<file path="src/inc/cdcc_pkg.sv">
// Shared constants, register layout and carrier types of the converter control block.
// Assumes a byte-wide register port fed by the serial interface and a 25 MHz core clock.
package cdcc_pkg;

	////////////////////////////////////////////////////////////////////////////
	// Register byte addresses
	localparam logic [7:0] CFG_OFFSET = 8'h0f;
	localparam logic [7:0] TIMER_OFFSET = 8'h10;
	localparam logic [7:0] TRIM1_OFFSET = 8'h11;
	localparam logic [7:0] TRIM2_OFFSET = 8'h12;
	localparam logic [7:0] SERIAL0_OFFSET = 8'h13;
	localparam logic [7:0] SERIAL1_OFFSET = 8'h14;
	localparam logic [7:0] SERIAL2_OFFSET = 8'h15;
	localparam logic [7:0] SERIAL3_OFFSET = 8'h16;
	localparam logic [7:0] PART_IDENTIFICATION_OFFSET = 8'h17;

	////////////////////////////////////////////////////////////////////////////
	// Converter mode codes; codes with the top bit set are not to be written
	localparam logic [2:0] MODE_IDLE = 3'h0;
	localparam logic [2:0] MODE_CONT = 3'h1;
	localparam logic [2:0] MODE_SINGLE = 3'h2;
	localparam logic [2:0] MODE_PWRDN = 3'h3;

	////////////////////////////////////////////////////////////////////////////
	// Field layouts, msb first as they sit in the byte
	typedef struct packed {
		logic fixed_threshold_select;
		logic [1:0] cmp_mode;
		logic en_ch1;
		logic en_ch2;
		logic [2:0] converter_mode;
	} cdcc_cfg_t;

	typedef struct packed {
		logic offset_trim_enable;
		logic auto_trim_tracking;
		logic [5:0] offset_trim_code;
	} cdcc_trim_t;

	// One register access from the serial side; wr and rd are one-cycle strobes
	typedef struct packed {
		logic wr;
		logic rd;
		logic [7:0] addr;
		logic [7:0] wdata;
	} cdcc_reg_req_t;

	// Running data average of one channel, valid for one cycle
	localparam int DATA_W = 16;
	typedef struct packed {
		logic avg_valid;
		logic [DATA_W-1:0] avg;
	} cdcc_meas_t;

	////////////////////////////////////////////////////////////////////////////
	// Reset values
	localparam cdcc_cfg_t CFG_RESET = 8'h19;
	localparam logic [7:0] TIMER_RESET = 8'h00;
	localparam cdcc_trim_t TRIM_RESET = 8'hc0;
	localparam logic [31:0] SERIAL_DEFAULT = 32'h1234_5678; // Arbitrary value
	localparam logic [7:0] PART_IDENTIFICATION_DEFAULT = 8'h5a; // Arbitrary value

	////////////////////////////////////////////////////////////////////////////
	// Trim tracking window and step sizes per input range
	localparam logic [DATA_W-1:0] AVG_HIGH = 16'hc000; // Three quarters of full range
	localparam logic [DATA_W-1:0] AVG_LOW = 16'h4000; // One quarter of full range
	localparam logic [5:0] TRIM_STEP_RANGE0 = 6'h01;
	localparam logic [5:0] TRIM_STEP_RANGE1 = 6'h02;
	localparam logic [5:0] TRIM_STEP_RANGE2 = 6'h04;
	localparam logic [5:0] TRIM_STEP_RANGE3 = 6'h08;

	////////////////////////////////////////////////////////////////////////////
	// Power-down timeout step: four hours of core clock
	localparam longint unsigned CLK_HZ = 25_000_000;
	localparam longint unsigned SEC_PER_HOUR = 3600;
	localparam longint unsigned PD_STEP_HOURS = 4;
	localparam int PD_PRESCALE_W = 40;
	localparam logic [63:0] PD_STEP_CYCLES = 64'(PD_STEP_HOURS * SEC_PER_HOUR * CLK_HZ);

	// Step size of one automatic trim move for the selected range
	function automatic logic [5:0] trim_step(input logic [1:0] range_sel);
		case (range_sel)
			2'h0: return TRIM_STEP_RANGE0;
			2'h1: return TRIM_STEP_RANGE1;
			2'h2: return TRIM_STEP_RANGE2;
			default: return TRIM_STEP_RANGE3;
		endcase
	endfunction : trim_step

endpackage : cdcc_pkg

</file>
<file path="src/logic/cdcc_control.sv">
// Converter control: mode sequencing, auto power-down timer, offset trim and id registers.
// Assumes a byte register port from the serial interface, synchronous analog status inputs.
`timescale 1ns/100ps
module cdcc_control import cdcc_pkg::*; #(
	parameter logic [PD_PRESCALE_W-1:0] STEP_CYCLES = PD_STEP_CYCLES[PD_PRESCALE_W-1:0],
	parameter logic [31:0] SERIAL_NUMBER = SERIAL_DEFAULT,
	parameter logic [7:0] PART_IDENTIFICATION = PART_IDENTIFICATION_DEFAULT
) (
	input logic ref_clk_in,
	input logic rst_b_in,
	input cdcc_reg_req_t reg_req_in,
	output logic [7:0] reg_rdata_out,
	input logic [1:0] range_sel_in,
	input cdcc_meas_t [1:0] meas_in,
	input logic [1:0] cmp_active_in,
	input logic conv_done_in,
	output logic conv_start_out,
	output logic conv_chan_out,
	output logic analog_power_on_out,
	output logic fixed_threshold_out,
	output logic [1:0] cmp_mode_out,
	output cdcc_trim_t trim_ch1_out,
	output cdcc_trim_t trim_ch2_out
);

	typedef enum logic {CONV_READY, CONV_BUSY} cdcc_conv_state_t;

	cdcc_cfg_t cfg;
	logic [7:0] pd_timer;
	cdcc_trim_t [1:0] trim;
	cdcc_conv_state_t state;
	logic last_chan;
	logic [1:0] single_todo;
	logic [1:0] en_mask;
	logic [1:0] run_mask;
	logic mode_runs;
	logic single_finish;
	logic cfg_wr;
	logic [PD_PRESCALE_W-1:0] prescale;
	logic [5:0] step_cnt;
	logic [5:0] timer_value;
	logic prescale_wrap;
	logic pd_restart;
	logic pd_fire;
	logic [7:0] next_rdata;

	////////////////////////////////////////////////////////////////////////////
	// Decode helpers

	// Write strobe aimed at one byte address
	function automatic logic wr_hit(input cdcc_reg_req_t req, input logic [7:0] addr);
		return req.wr && (req.addr == addr);
	endfunction : wr_hit

	// Next channel: alternate when both are wanted, else the only one
	function automatic logic pick_chan(input logic [1:0] mask, input logic last);
		if (mask == 2'b11) begin
			return ~last;
		end
		return mask[1];
	endfunction : pick_chan

	assign cfg_wr = wr_hit(reg_req_in, CFG_OFFSET);
	assign en_mask = {cfg.en_ch2, cfg.en_ch1};
	assign mode_runs = (cfg.converter_mode == MODE_CONT) || (cfg.converter_mode == MODE_SINGLE);

	////////////////////////////////////////////////////////////////////////////
	// Configuration register; the block itself moves the mode field too.
	// A host write wins over both internal mode changes, and the timeout wins over single-mode completion.
	always_ff @(posedge ref_clk_in or negedge rst_b_in) begin
		if (!rst_b_in) begin
			cfg <= CFG_RESET;
		end else if (cfg_wr) begin
			cfg <= cdcc_cfg_t'(reg_req_in.wdata);
		end else if (pd_fire) begin
			cfg.converter_mode <= MODE_PWRDN;
		end else if (single_finish) begin
			cfg.converter_mode <= MODE_IDLE;
		end
	end

	// Comparator setup passes straight on to the comparator logic
	assign fixed_threshold_out = cfg.fixed_threshold_select;
	assign cmp_mode_out = cfg.cmp_mode;

	// Everything analog is off in power-down; the register port keeps working
	assign analog_power_on_out = (cfg.converter_mode != MODE_PWRDN);

	////////////////////////////////////////////////////////////////////////////
	// Single conversion bookkeeping: one bit per channel still owed
	always_ff @(posedge ref_clk_in or negedge rst_b_in) begin
		if (!rst_b_in) begin
			single_todo <= 2'b00;
		end else if (cfg_wr) begin
			single_todo <= (reg_req_in.wdata[2:0] == MODE_SINGLE) ? {reg_req_in.wdata[3], reg_req_in.wdata[4]} : 2'b00;
		end else if (conv_done_in && (state == CONV_BUSY) && (cfg.converter_mode == MODE_SINGLE)) begin
			single_todo[conv_chan_out] <= 1'b0;
		end
	end

	// Channels that may be started now; idle and power-down start nothing
	always_comb begin
		case (cfg.converter_mode)
			MODE_CONT: run_mask = en_mask;
			MODE_SINGLE: run_mask = single_todo;
			default: run_mask = 2'b00;
		endcase
	end

	assign single_finish = (state == CONV_READY) && (cfg.converter_mode == MODE_SINGLE) && (single_todo == 2'b00);

	////////////////////////////////////////////////////////////////////////////
	// Conversion sequencer: one start pulse, then wait for the digitizer
	always_ff @(posedge ref_clk_in or negedge rst_b_in) begin
		if (!rst_b_in) begin
			state <= CONV_READY;
			conv_start_out <= 1'b0;
			conv_chan_out <= 1'b0;
			last_chan <= 1'b1;
		end else begin
			conv_start_out <= 1'b0;
			case (state)
				CONV_READY: begin
					if (run_mask != 2'b00) begin
						conv_start_out <= 1'b1;
						conv_chan_out <= pick_chan(run_mask, last_chan);
						state <= CONV_BUSY;
					end
				end
				CONV_BUSY: begin
					// Leaving the running modes abandons the conversion in flight
					if (!mode_runs) begin
						state <= CONV_READY;
					end else if (conv_done_in) begin
						last_chan <= conv_chan_out;
						state <= CONV_READY;
					end
				end
				default: begin
					state <= CONV_READY;
				end
			endcase
		end
	end

	////////////////////////////////////////////////////////////////////////////
	// Power-down timer register; only the low six bits take part
	always_ff @(posedge ref_clk_in or negedge rst_b_in) begin
		if (!rst_b_in) begin
			pd_timer <= TIMER_RESET;
		end else if (wr_hit(reg_req_in, TIMER_OFFSET)) begin
			pd_timer <= reg_req_in.wdata;
		end
	end

	assign timer_value = pd_timer[5:0];

	// Counting stops while already powered down, so nothing fires twice
	assign pd_restart = (cmp_active_in != 2'b00) || wr_hit(reg_req_in, TIMER_OFFSET)
		|| (timer_value == 6'h00) || (cfg.converter_mode == MODE_PWRDN);
	assign prescale_wrap = (prescale == STEP_CYCLES - 1'b1);
	assign pd_fire = !pd_restart && prescale_wrap && (step_cnt == 6'(timer_value - 6'h01));

	// Cycle prescaler: one wrap per four-hour step
	always_ff @(posedge ref_clk_in or negedge rst_b_in) begin
		if (!rst_b_in) begin
			prescale <= '0;
		end else if (pd_restart || prescale_wrap) begin
			prescale <= '0;
		end else begin
			prescale <= prescale + 1'b1;
		end
	end

	// Step counter compared against the programmed timeout
	always_ff @(posedge ref_clk_in or negedge rst_b_in) begin
		if (!rst_b_in) begin
			step_cnt <= 6'h00;
		end else if (pd_restart || pd_fire) begin
			step_cnt <= 6'h00;
		end else if (prescale_wrap) begin
			step_cnt <= step_cnt + 6'h01;
		end
	end

	////////////////////////////////////////////////////////////////////////////
	// Per-channel offset trim, tracking only in adaptive threshold mode
	for (genvar g = 0; g < 2; g++) begin : g_trim
		cdcc_trim_track u_trim (
			.ref_clk_in(ref_clk_in),
			.rst_b_in(rst_b_in),
			.host_wr_in(wr_hit(reg_req_in, (g == 0) ? TRIM1_OFFSET : TRIM2_OFFSET)),
			.host_wdata_in(cdcc_trim_t'(reg_req_in.wdata)),
			.adaptive_in(!cfg.fixed_threshold_select),
			.range_sel_in(range_sel_in),
			.meas_in(meas_in[g]),
			.trim_out(trim[g])
		);
	end

	assign trim_ch1_out = trim[0];
	assign trim_ch2_out = trim[1];

	////////////////////////////////////////////////////////////////////////////
	// Read path; unmapped addresses read zero, serial number msb byte first
	always_comb begin
		case (reg_req_in.addr)
			CFG_OFFSET: next_rdata = cfg;
			TIMER_OFFSET: next_rdata = pd_timer;
			TRIM1_OFFSET: next_rdata = trim[0];
			TRIM2_OFFSET: next_rdata = trim[1];
			SERIAL0_OFFSET: next_rdata = SERIAL_NUMBER[31:24];
			SERIAL1_OFFSET: next_rdata = SERIAL_NUMBER[23:16];
			SERIAL2_OFFSET: next_rdata = SERIAL_NUMBER[15:8];
			SERIAL3_OFFSET: next_rdata = SERIAL_NUMBER[7:0];
			PART_IDENTIFICATION_OFFSET: next_rdata = PART_IDENTIFICATION;
			default: next_rdata = 8'h00;
		endcase
	end

	// Data held until the next read strobe
	always_ff @(posedge ref_clk_in or negedge rst_b_in) begin
		if (!rst_b_in) begin
			reg_rdata_out <= 8'h00;
		end else if (reg_req_in.rd) begin
			reg_rdata_out <= next_rdata;
		end
	end
endmodule : cdcc_control

</file>
<file path="src/logic/cdcc_trim_track.sv">
// One channel's offset trim register with automatic tracking of the data average.
// Assumes the average arrives with a one-cycle valid strobe from the digitizer.
`timescale 1ns/100ps
module cdcc_trim_track import cdcc_pkg::*; (
	input logic ref_clk_in,
	input logic rst_b_in,
	input logic host_wr_in,
	input cdcc_trim_t host_wdata_in,
	input logic adaptive_in,
	input logic [1:0] range_sel_in,
	input cdcc_meas_t meas_in,
	output cdcc_trim_t trim_out
);

	logic [5:0] step;
	logic track;
	logic go_up;
	logic go_down;
	logic [6:0] sum;
	logic [5:0] next_up_code;
	logic [5:0] next_down_code;

	////////////////////////////////////////////////////////////////////////////
	// Move decision; tracking is off in fixed threshold mode
	assign step = trim_step(range_sel_in);
	assign track = trim_out.auto_trim_tracking && adaptive_in && meas_in.avg_valid;
	assign go_up = track && (meas_in.avg > AVG_HIGH);
	assign go_down = track && (meas_in.avg < AVG_LOW);

	// Saturate rather than wrap, a wrap would swing the offset end to end
	assign sum = {1'b0, trim_out.offset_trim_code} + {1'b0, step};
	assign next_up_code = sum[6] ? 6'h3f : sum[5:0];
	assign next_down_code = (trim_out.offset_trim_code < step) ? 6'h00 : 6'(trim_out.offset_trim_code - step);

	// Host write overrides an automatic move in the same cycle
	always_ff @(posedge ref_clk_in or negedge rst_b_in) begin
		if (!rst_b_in) begin
			trim_out <= TRIM_RESET;
		end else if (host_wr_in) begin
			trim_out <= host_wdata_in;
		end else if (go_up) begin
			trim_out.offset_trim_code <= next_up_code;
		end else if (go_down) begin
			trim_out.offset_trim_code <= next_down_code;
		end
	end
endmodule : cdcc_trim_track

</file>
<file path="config.mk">
export PLATFORM = sky130hd
export DESIGN_NAME = cdcc_control
export DESIGN_NICKNAME = d
export VERILOG_FILES = /design/src/inc/cdcc_pkg.sv /design/src/logic/cdcc_control.sv /design/src/logic/cdcc_trim_track.sv
export SDC_FILE = /design/constraint.sdc
export NUM_CORES = 1
export LEC_CHECK = 0
export ABC_AREA = 1
export BUFFER_PORTS_ARGS = -buffer_cell sky130_fd_sc_hd__buf_2
export CAP_MARGIN = 15
export CORE_MARGIN = 3
export CORE_UTILIZATION = 35
export DETAILED_ROUTE_END_ITERATION = 10
export PLACE_DENSITY_LB_ADDON = 0.05
export SLEW_MARGIN = 20
export SYNTH_ARGS = -nofsm -noshare
export SYNTH_HDL_FRONTEND = slang
export SYNTH_SLANG_ARGS = --single-unit
</file>
<file path="constraint.sdc">
create_clock -name ref_clk_in -period 2.1 [get_ports ref_clk_in]
set_input_delay 0.105 -clock ref_clk_in [delete_from_list [all_inputs] [get_ports ref_clk_in]]
set_output_delay 0.105 -clock ref_clk_in [all_outputs]
set_load 0.005 [all_outputs]
</file>
; Word-level counts from Yosys, hierarchy flattened
; Cells that the tools add are included.
[word_totals]
reg_bits = 92
output_inout_bits = 30
wordCells = 131
input_bits = 59
[classes]
n_reduce_logical = 39
n_mux = 34
n_eq_ne = 19
bitwise = 4
n_lt_le_gt_ge = 8
addsub = 7
[op_table]
columns = op, count
row1 = $mux 6, 12
row2 = $pmux 8 s9, 1
row3 = $eq 8x5->1 const B, 8
row4 = $add 40x1->40 const B, 1
row5 = $eq 40x39->1 const B, 1
row6 = $mux 40, 1
row7 = $gt 16x16->1 const B, 2
row8 = $lt 16x15->1 const B, 2
row9 = $logic_and 1x1->1, 19
row10 = $add 6x4->7, 2
row11 = $lt 6x4->1, 2
row12 = $pmux 4 s3, 1
row13 = $sub 6x4->6, 2
row14 = $mux 1, 10
row15 = $eq 3x2->1 const B, 3
row16 = $mux 3, 3
row17 = $reduce_bool 3->1, 3
row18 = $eq 8x4->1 const B, 1
row19 = $reduce_bool 2->1, 4
row20 = $add 6x1->6 const B, 1
row21 = $eq 6x6->1, 1
row22 = $logic_not 6->1, 1
row23 = $logic_or 1x1->1, 6
row24 = $mux 2, 3
row25 = other kinds (17), 21

; Logic depth before layout (Yosys ltp)
[depth]
depth_word = 10
mapped_depth = 15
mapped_depth_nobuf = 14

; Modules after synthesis
; A second synthesis with hierarchy kept.
[hier_totals]
cells_unflattened = 1026
area_unflattened_um2 = 6877.8
[by_module_without_submodules]
columns = mod, n_inst, seq_area_each_um2, cells_per_inst, area_per_inst_um2
row1 = cdcc_control, 1, 1906.8, 676, 4758.3
row2 = cdcc_trim_track, 2, 202.7, 175, 1059.8

; Worst setup path before layout
; No wires, ideal clock.
[synth_timing]
path_kind = register to register
start = reg g_trim[1].u_trim.trim_out[0] (netlist bit)
end = reg g_trim[1].u_trim.trim_out[3] (netlist bit)
required_ns = 1.977
setup_ns = 0.123
stages_incl_launch_ff = 13
period_less_slack_ns = 1.976
path_buffers = 0
path_slack_ns = 0.124
arrival_time_ns = 1.853
path_cell_list = dfrtp_1 > inv_1 > ha_1 > inv_1 > fa_1 > nand2_1 > inv_1 > o21ai_0 > nand3_1 > nand2_1 > nor2_1 > o21ai_0 > nand2_1
[synth_via]
elab_chain_len = 5
elab_cells_between_ends = 8
classes_between = add/sub: 2 / order compare: 1 / mux: 5
[synth_rtl]
columns = element, line
row1 = "start, declared", cdcc_trim_track.sv:12  ; output cdcc_trim_t trim_out
row2 = "start signal, assigned", cdcc_trim_track.sv:40  ; trim_out <= host_wdata_in;
row3 = $sub 6x4->6 / $lt 6x4->1 (equally long branches), cdcc_trim_track.sv:33  ; assign next_down_code = (trim_out.offset_trim_code < step) ? 6'h00 : 6'(trim_out.offset_trim_code - step);
row4 = $mux 6, cdcc_trim_track.sv:33
row5 = $mux 6, cdcc_trim_track.sv:43  ; end else if (go_down) begin
row6 = $mux 6 *, cdcc_trim_track.sv:41  ; end else if (go_up) begin
row7 = $mux 6 *, cdcc_trim_track.sv:39  ; end else if (host_wr_in) begin
; Mark *: on every way between the ends. The rest lies on a longest branch, timed or not. The select of a mux whose other input is x is not followed.
; A chain may end at the register's enable or synchronous reset.

; Worst setup path in the final report
[layout_timing]
start = reg g_trim[1].u_trim.trim_out[0] (netlist bit)
end = reg g_trim[1].u_trim.trim_out[4] (netlist bit)
; The elaborated chain is that of the path after synthesis.

==> flow_summary_export.csv <==
group,metric,value,unit
outcome,outcome,"complete, no violations",
place,gp_congestion,0.868,
timing,clock_skew,11.8,ps
synthesis,synth_top_area_frac,0.325,
route,routed_via_density,4.70,
synthesis,synth.area.top_cells,"dfrtp_1 (32%), nand2_1 (16%), nor2_1 (7.9%)",
synthesis,postSynthAreaPerCell,6.96,um^2
critical_path,crit_top_cell,"nand2_1",
synthesis,netlist_area,6470,um^2
synthesis,netlist_instances,930,
route,vias,6026,
global_routing,grt-ovfl-total,0,
critical_path,crit_buf_inv,4,
place,io_buffers,88,
hold_path,holdPathStages,3,
synthesis,ys.flop_type,"dfrtp_1",
global_routing,antenna_found_initial,0,
route,routedWlPerCell,14.7,um
timing,hold_violations,0,
synthesis,synth-simple-area-share,0.377,
route,wirelength,18.9,mm
cells_and_area,finalInstanceArea,7700,um^2
hold_path,hold_path.class,"in -> reg",
clock_tree,clock_latency,350,ps
place,pre_cts_slack,-46.9,ps
critical_path,crit_required,2350,ps
timing,fin_ws,131,ps
floorplan,start_util,0.358,
timing,max_slew.worst_pin.slew,506,ps
synthesis,synth_adder_area_share,0.0511,
timing,drv_slew,0,
clock_tree,cts_tree,"built",
route,postRouteAntennaNets,0,
synthesis,synth_largest_area_cell,"dfrtp_1",
flow_run,drv_cap,0,
synthesis,synth_compound_area_frac,0.0648,
critical_path,crit_type,"reg -> reg",
global_routing,grt_max_degree,39,
global_routing,grt_usage,0.196,
critical_path,cp_top_family,"adder cells",
floorplan,die_y,142,um
power_and_ir_drop,p_per_area,678,nW/um^2
cells_and_area,area_growth,19.1,%
power_and_ir_drop,power.leakage,3.79,nW
timing,fin_crit_sh,0.938,
global_routing,met3_usage,0.0198,
clock_tree,clock-root-buffer,"clkbuf_16",
cells_and_area,post-route-util,0.426,
route,drc_errors,0,
timing,max_freq,0.508,GHz
route,drt_first_iter_violations,349,
global_routing,use_met2,0.320,
floorplan,dieArea,20100,um^2
floorplan,ioPinCount,89,
critical_path,cp.arrival,2220,ps
critical_path,startpoint_type,"flop",
critical_path,max_stage_delay,400,ps
cells_and_area,insertedDiodeCount,0,
global_routing,top_usage_layer,"met2",
synthesis,seq_area_frac_synth,0.357,
clock_tree,clk_path_buf_depth,2,
synthesis,synth_fp_nets,1013,
cells_and_area,finalNetCount,1132,
critical_path,worst_setup_path_end_kind,"flop",
timing,setup_tns,0,ps
clock_tree,htreeDepth,3,
place,place_area,7370,um^2
synthesis,synthMuxAreaShare,0,
timing,setup_viol,0,
synthesis,yosysMostFrequentCell,"nand2_1",
critical_path,reg2reg_depth,14,
route,first_pass_iters,5,
floorplan,fp-row-count,49,
timing,rsz0062_at_grt,"yes",
critical_path,r2r_setup_slack,130,ps
synthesis,synth-edff-count,0,
global_routing,grt_pass1_wl,31.3,mm
cells_and_area,drive_gt1_frac,0.175,
synthesis,synth.distinct_cells,43,
synthesis,synth-xor-area-share,0.0663,
clock_tree,cts.sink_count,92,
critical_path,reg2reg_from,"g_trim[1].u_trim.trim_out[0]",
floorplan,die_x,142,um
global_routing,gr-usage-met1,0.277,
critical_path,cp_max_fo,2,
floorplan,design.core.area,18100,um^2
synthesis,synth_top_family_by_area,"simple AND/OR/NAND/NOR gates",
critical_path,cpMaxStageDelayCell,"fa_1",
synthesis,synthArstFlopShare,1.00,
clock_tree,cts_made_buffers,9,
timing,finalCriticalPeriod,1970,ps
synthesis,yosysWarnings,0,
global_routing,grt_pass1_vias,5921,
hold_path,holdPathEnd,"last_chan",
synthesis,ys_ff_latch,92,
power_and_ir_drop,finalPower,5.22,mW
critical_path,path_cells,"inv_1, ha_1, inv_1, fa_1, nand2_1, inv_1, o21ai_2, buf_4, nand2_1, xor2_1, nand3_1, nand2_1, nand2_1, nand2_1",
clock_tree,clk_pin_slew,70,ps
power_and_ir_drop,vdd_drop_max,0.380,mV
place,hpwl,15.4,mm
synthesis,ys_top_cells_by_count,"nand2_1 (284), nor2_1 (136), inv_1 (113)",
critical_path,r2r_end,"g_trim[1].u_trim.trim_out[4]",
hold_path,min-delay-start,"conv_done_in",
timing,relSlewSlack,0.663,
routing by layer:
layer,share of wire,up-vias
met4,0.015,0
met3,0.035,18
met5,0,-
li1,-,3166
met2,0.47,112
met1,0.48,2730
metrics by stage:
stage | hold WS (ps) | instances
2_1_floorplan | -191 | 930
3_3_place_gp | 106 | 1265
3_5_place_dp | 105 | 1265
4_1_cts | 35.4 | 1283
5_1_grt | 60.2 | 1283
6_report | 50.7 | 1283
flip-flops by register name, indices dropped and copies added, names as in the netlist:
name                    count
step_cnt                    6
conv_chan_out               1
last_chan                   1
state                       1
conv_start_out              1
g_trim.u_trim.trim_out     16
prescale                   40
cfg                         5
pd_timer                    8
single_todo                 2
cmp_mode_out                2
reg_rdata_out               8
fixed_threshold_out         1
how the worst max path moves through the flow:
| stage | cells after the start | from | slack (ps) | end |
|---|---|---|---|---|
| floorplan | 12 | g_trim[1].u_trim.trim_out[0] | 120 | g_trim[1].u_trim.trim_out[3] |
| global placement | 15 | range_sel_in[0] | 30 | g_trim[1].u_trim.trim_out[4] |
| detailed placement | 13 | range_sel_in[0] | -50 | g_trim[1].u_trim.trim_out[3] |
| CTS | 12 | g_trim[1].u_trim.trim_out[0] | 6 | g_trim[1].u_trim.trim_out[3] |
| global route | 14 | g_trim[0].u_trim.trim_out[0] | -30 | g_trim[0].u_trim.trim_out[1] |
| finish | 14 | g_trim[1].u_trim.trim_out[0] | 130 | g_trim[1].u_trim.trim_out[4] |
kinds of logic (layout without fill, tap and decap cells):
logic type,count (synthesis),in the layout
and+or+nand+nor,555,555
AOI/OAI and AO/OA,78,78
xor gates and xnor gates,49,49
buffers and inverters,132,256
adders and majority gates,24,24
DFF,92,92
repair_timing:
item / 4_1_cts / 5_1_grt
hold buffers: 2 / 0
endpoints found under the hold margin: 33 / 0
resized for setup: 0 / 8
buffers inserted: 0 / 0
endpoints found under the setup margin: 0 / 11
worst min-delay path: stages:
cell,delay [ps]
buf_2,120
nand3_1,90
o21ai_0,80
layout by cell type, fill, tap and decap left out, types with 8 or more instances in the layout:
| master | n |
|---|---|
| buf_2 | 87 |
| nand3_1 | 58 |
| xor2_1 | 35 |
| xnor2_1 | 14 |
| dfstp_2 | 8 |
| nand2_1 | 284 |
| inv_1 | 113 |
| dfrtp_1 | 84 |
| nor3_1 | 17 |
| nor2_1 | 136 |
| o21ai_0 | 38 |
| ha_1 | 20 |
| buf_4 | 29 |
| clkbuf_16 | 9 |
| a21oi_1 | 18 |
| nand4_1 | 22 |
final cells by class:
cell class                 instances  area, um^2
clock buffer                      10         229
clock inverter                     6        65.1
fill                            1918       10400
inverter                         120         458
multi-input combinational        706        3640
sequential                        92        2310
tap                              229         287
timing repair buffer             120         713
report_power, final:
part           internal [mW]  total [mW]  switching [mW]  leakage, nW
clock network          0.924        1.65           0.726        0.142
logic                  0.640        1.54           0.902         2.43
registers               1.90        2.03           0.134         1.22
Power figures use the tool's default switching activity.
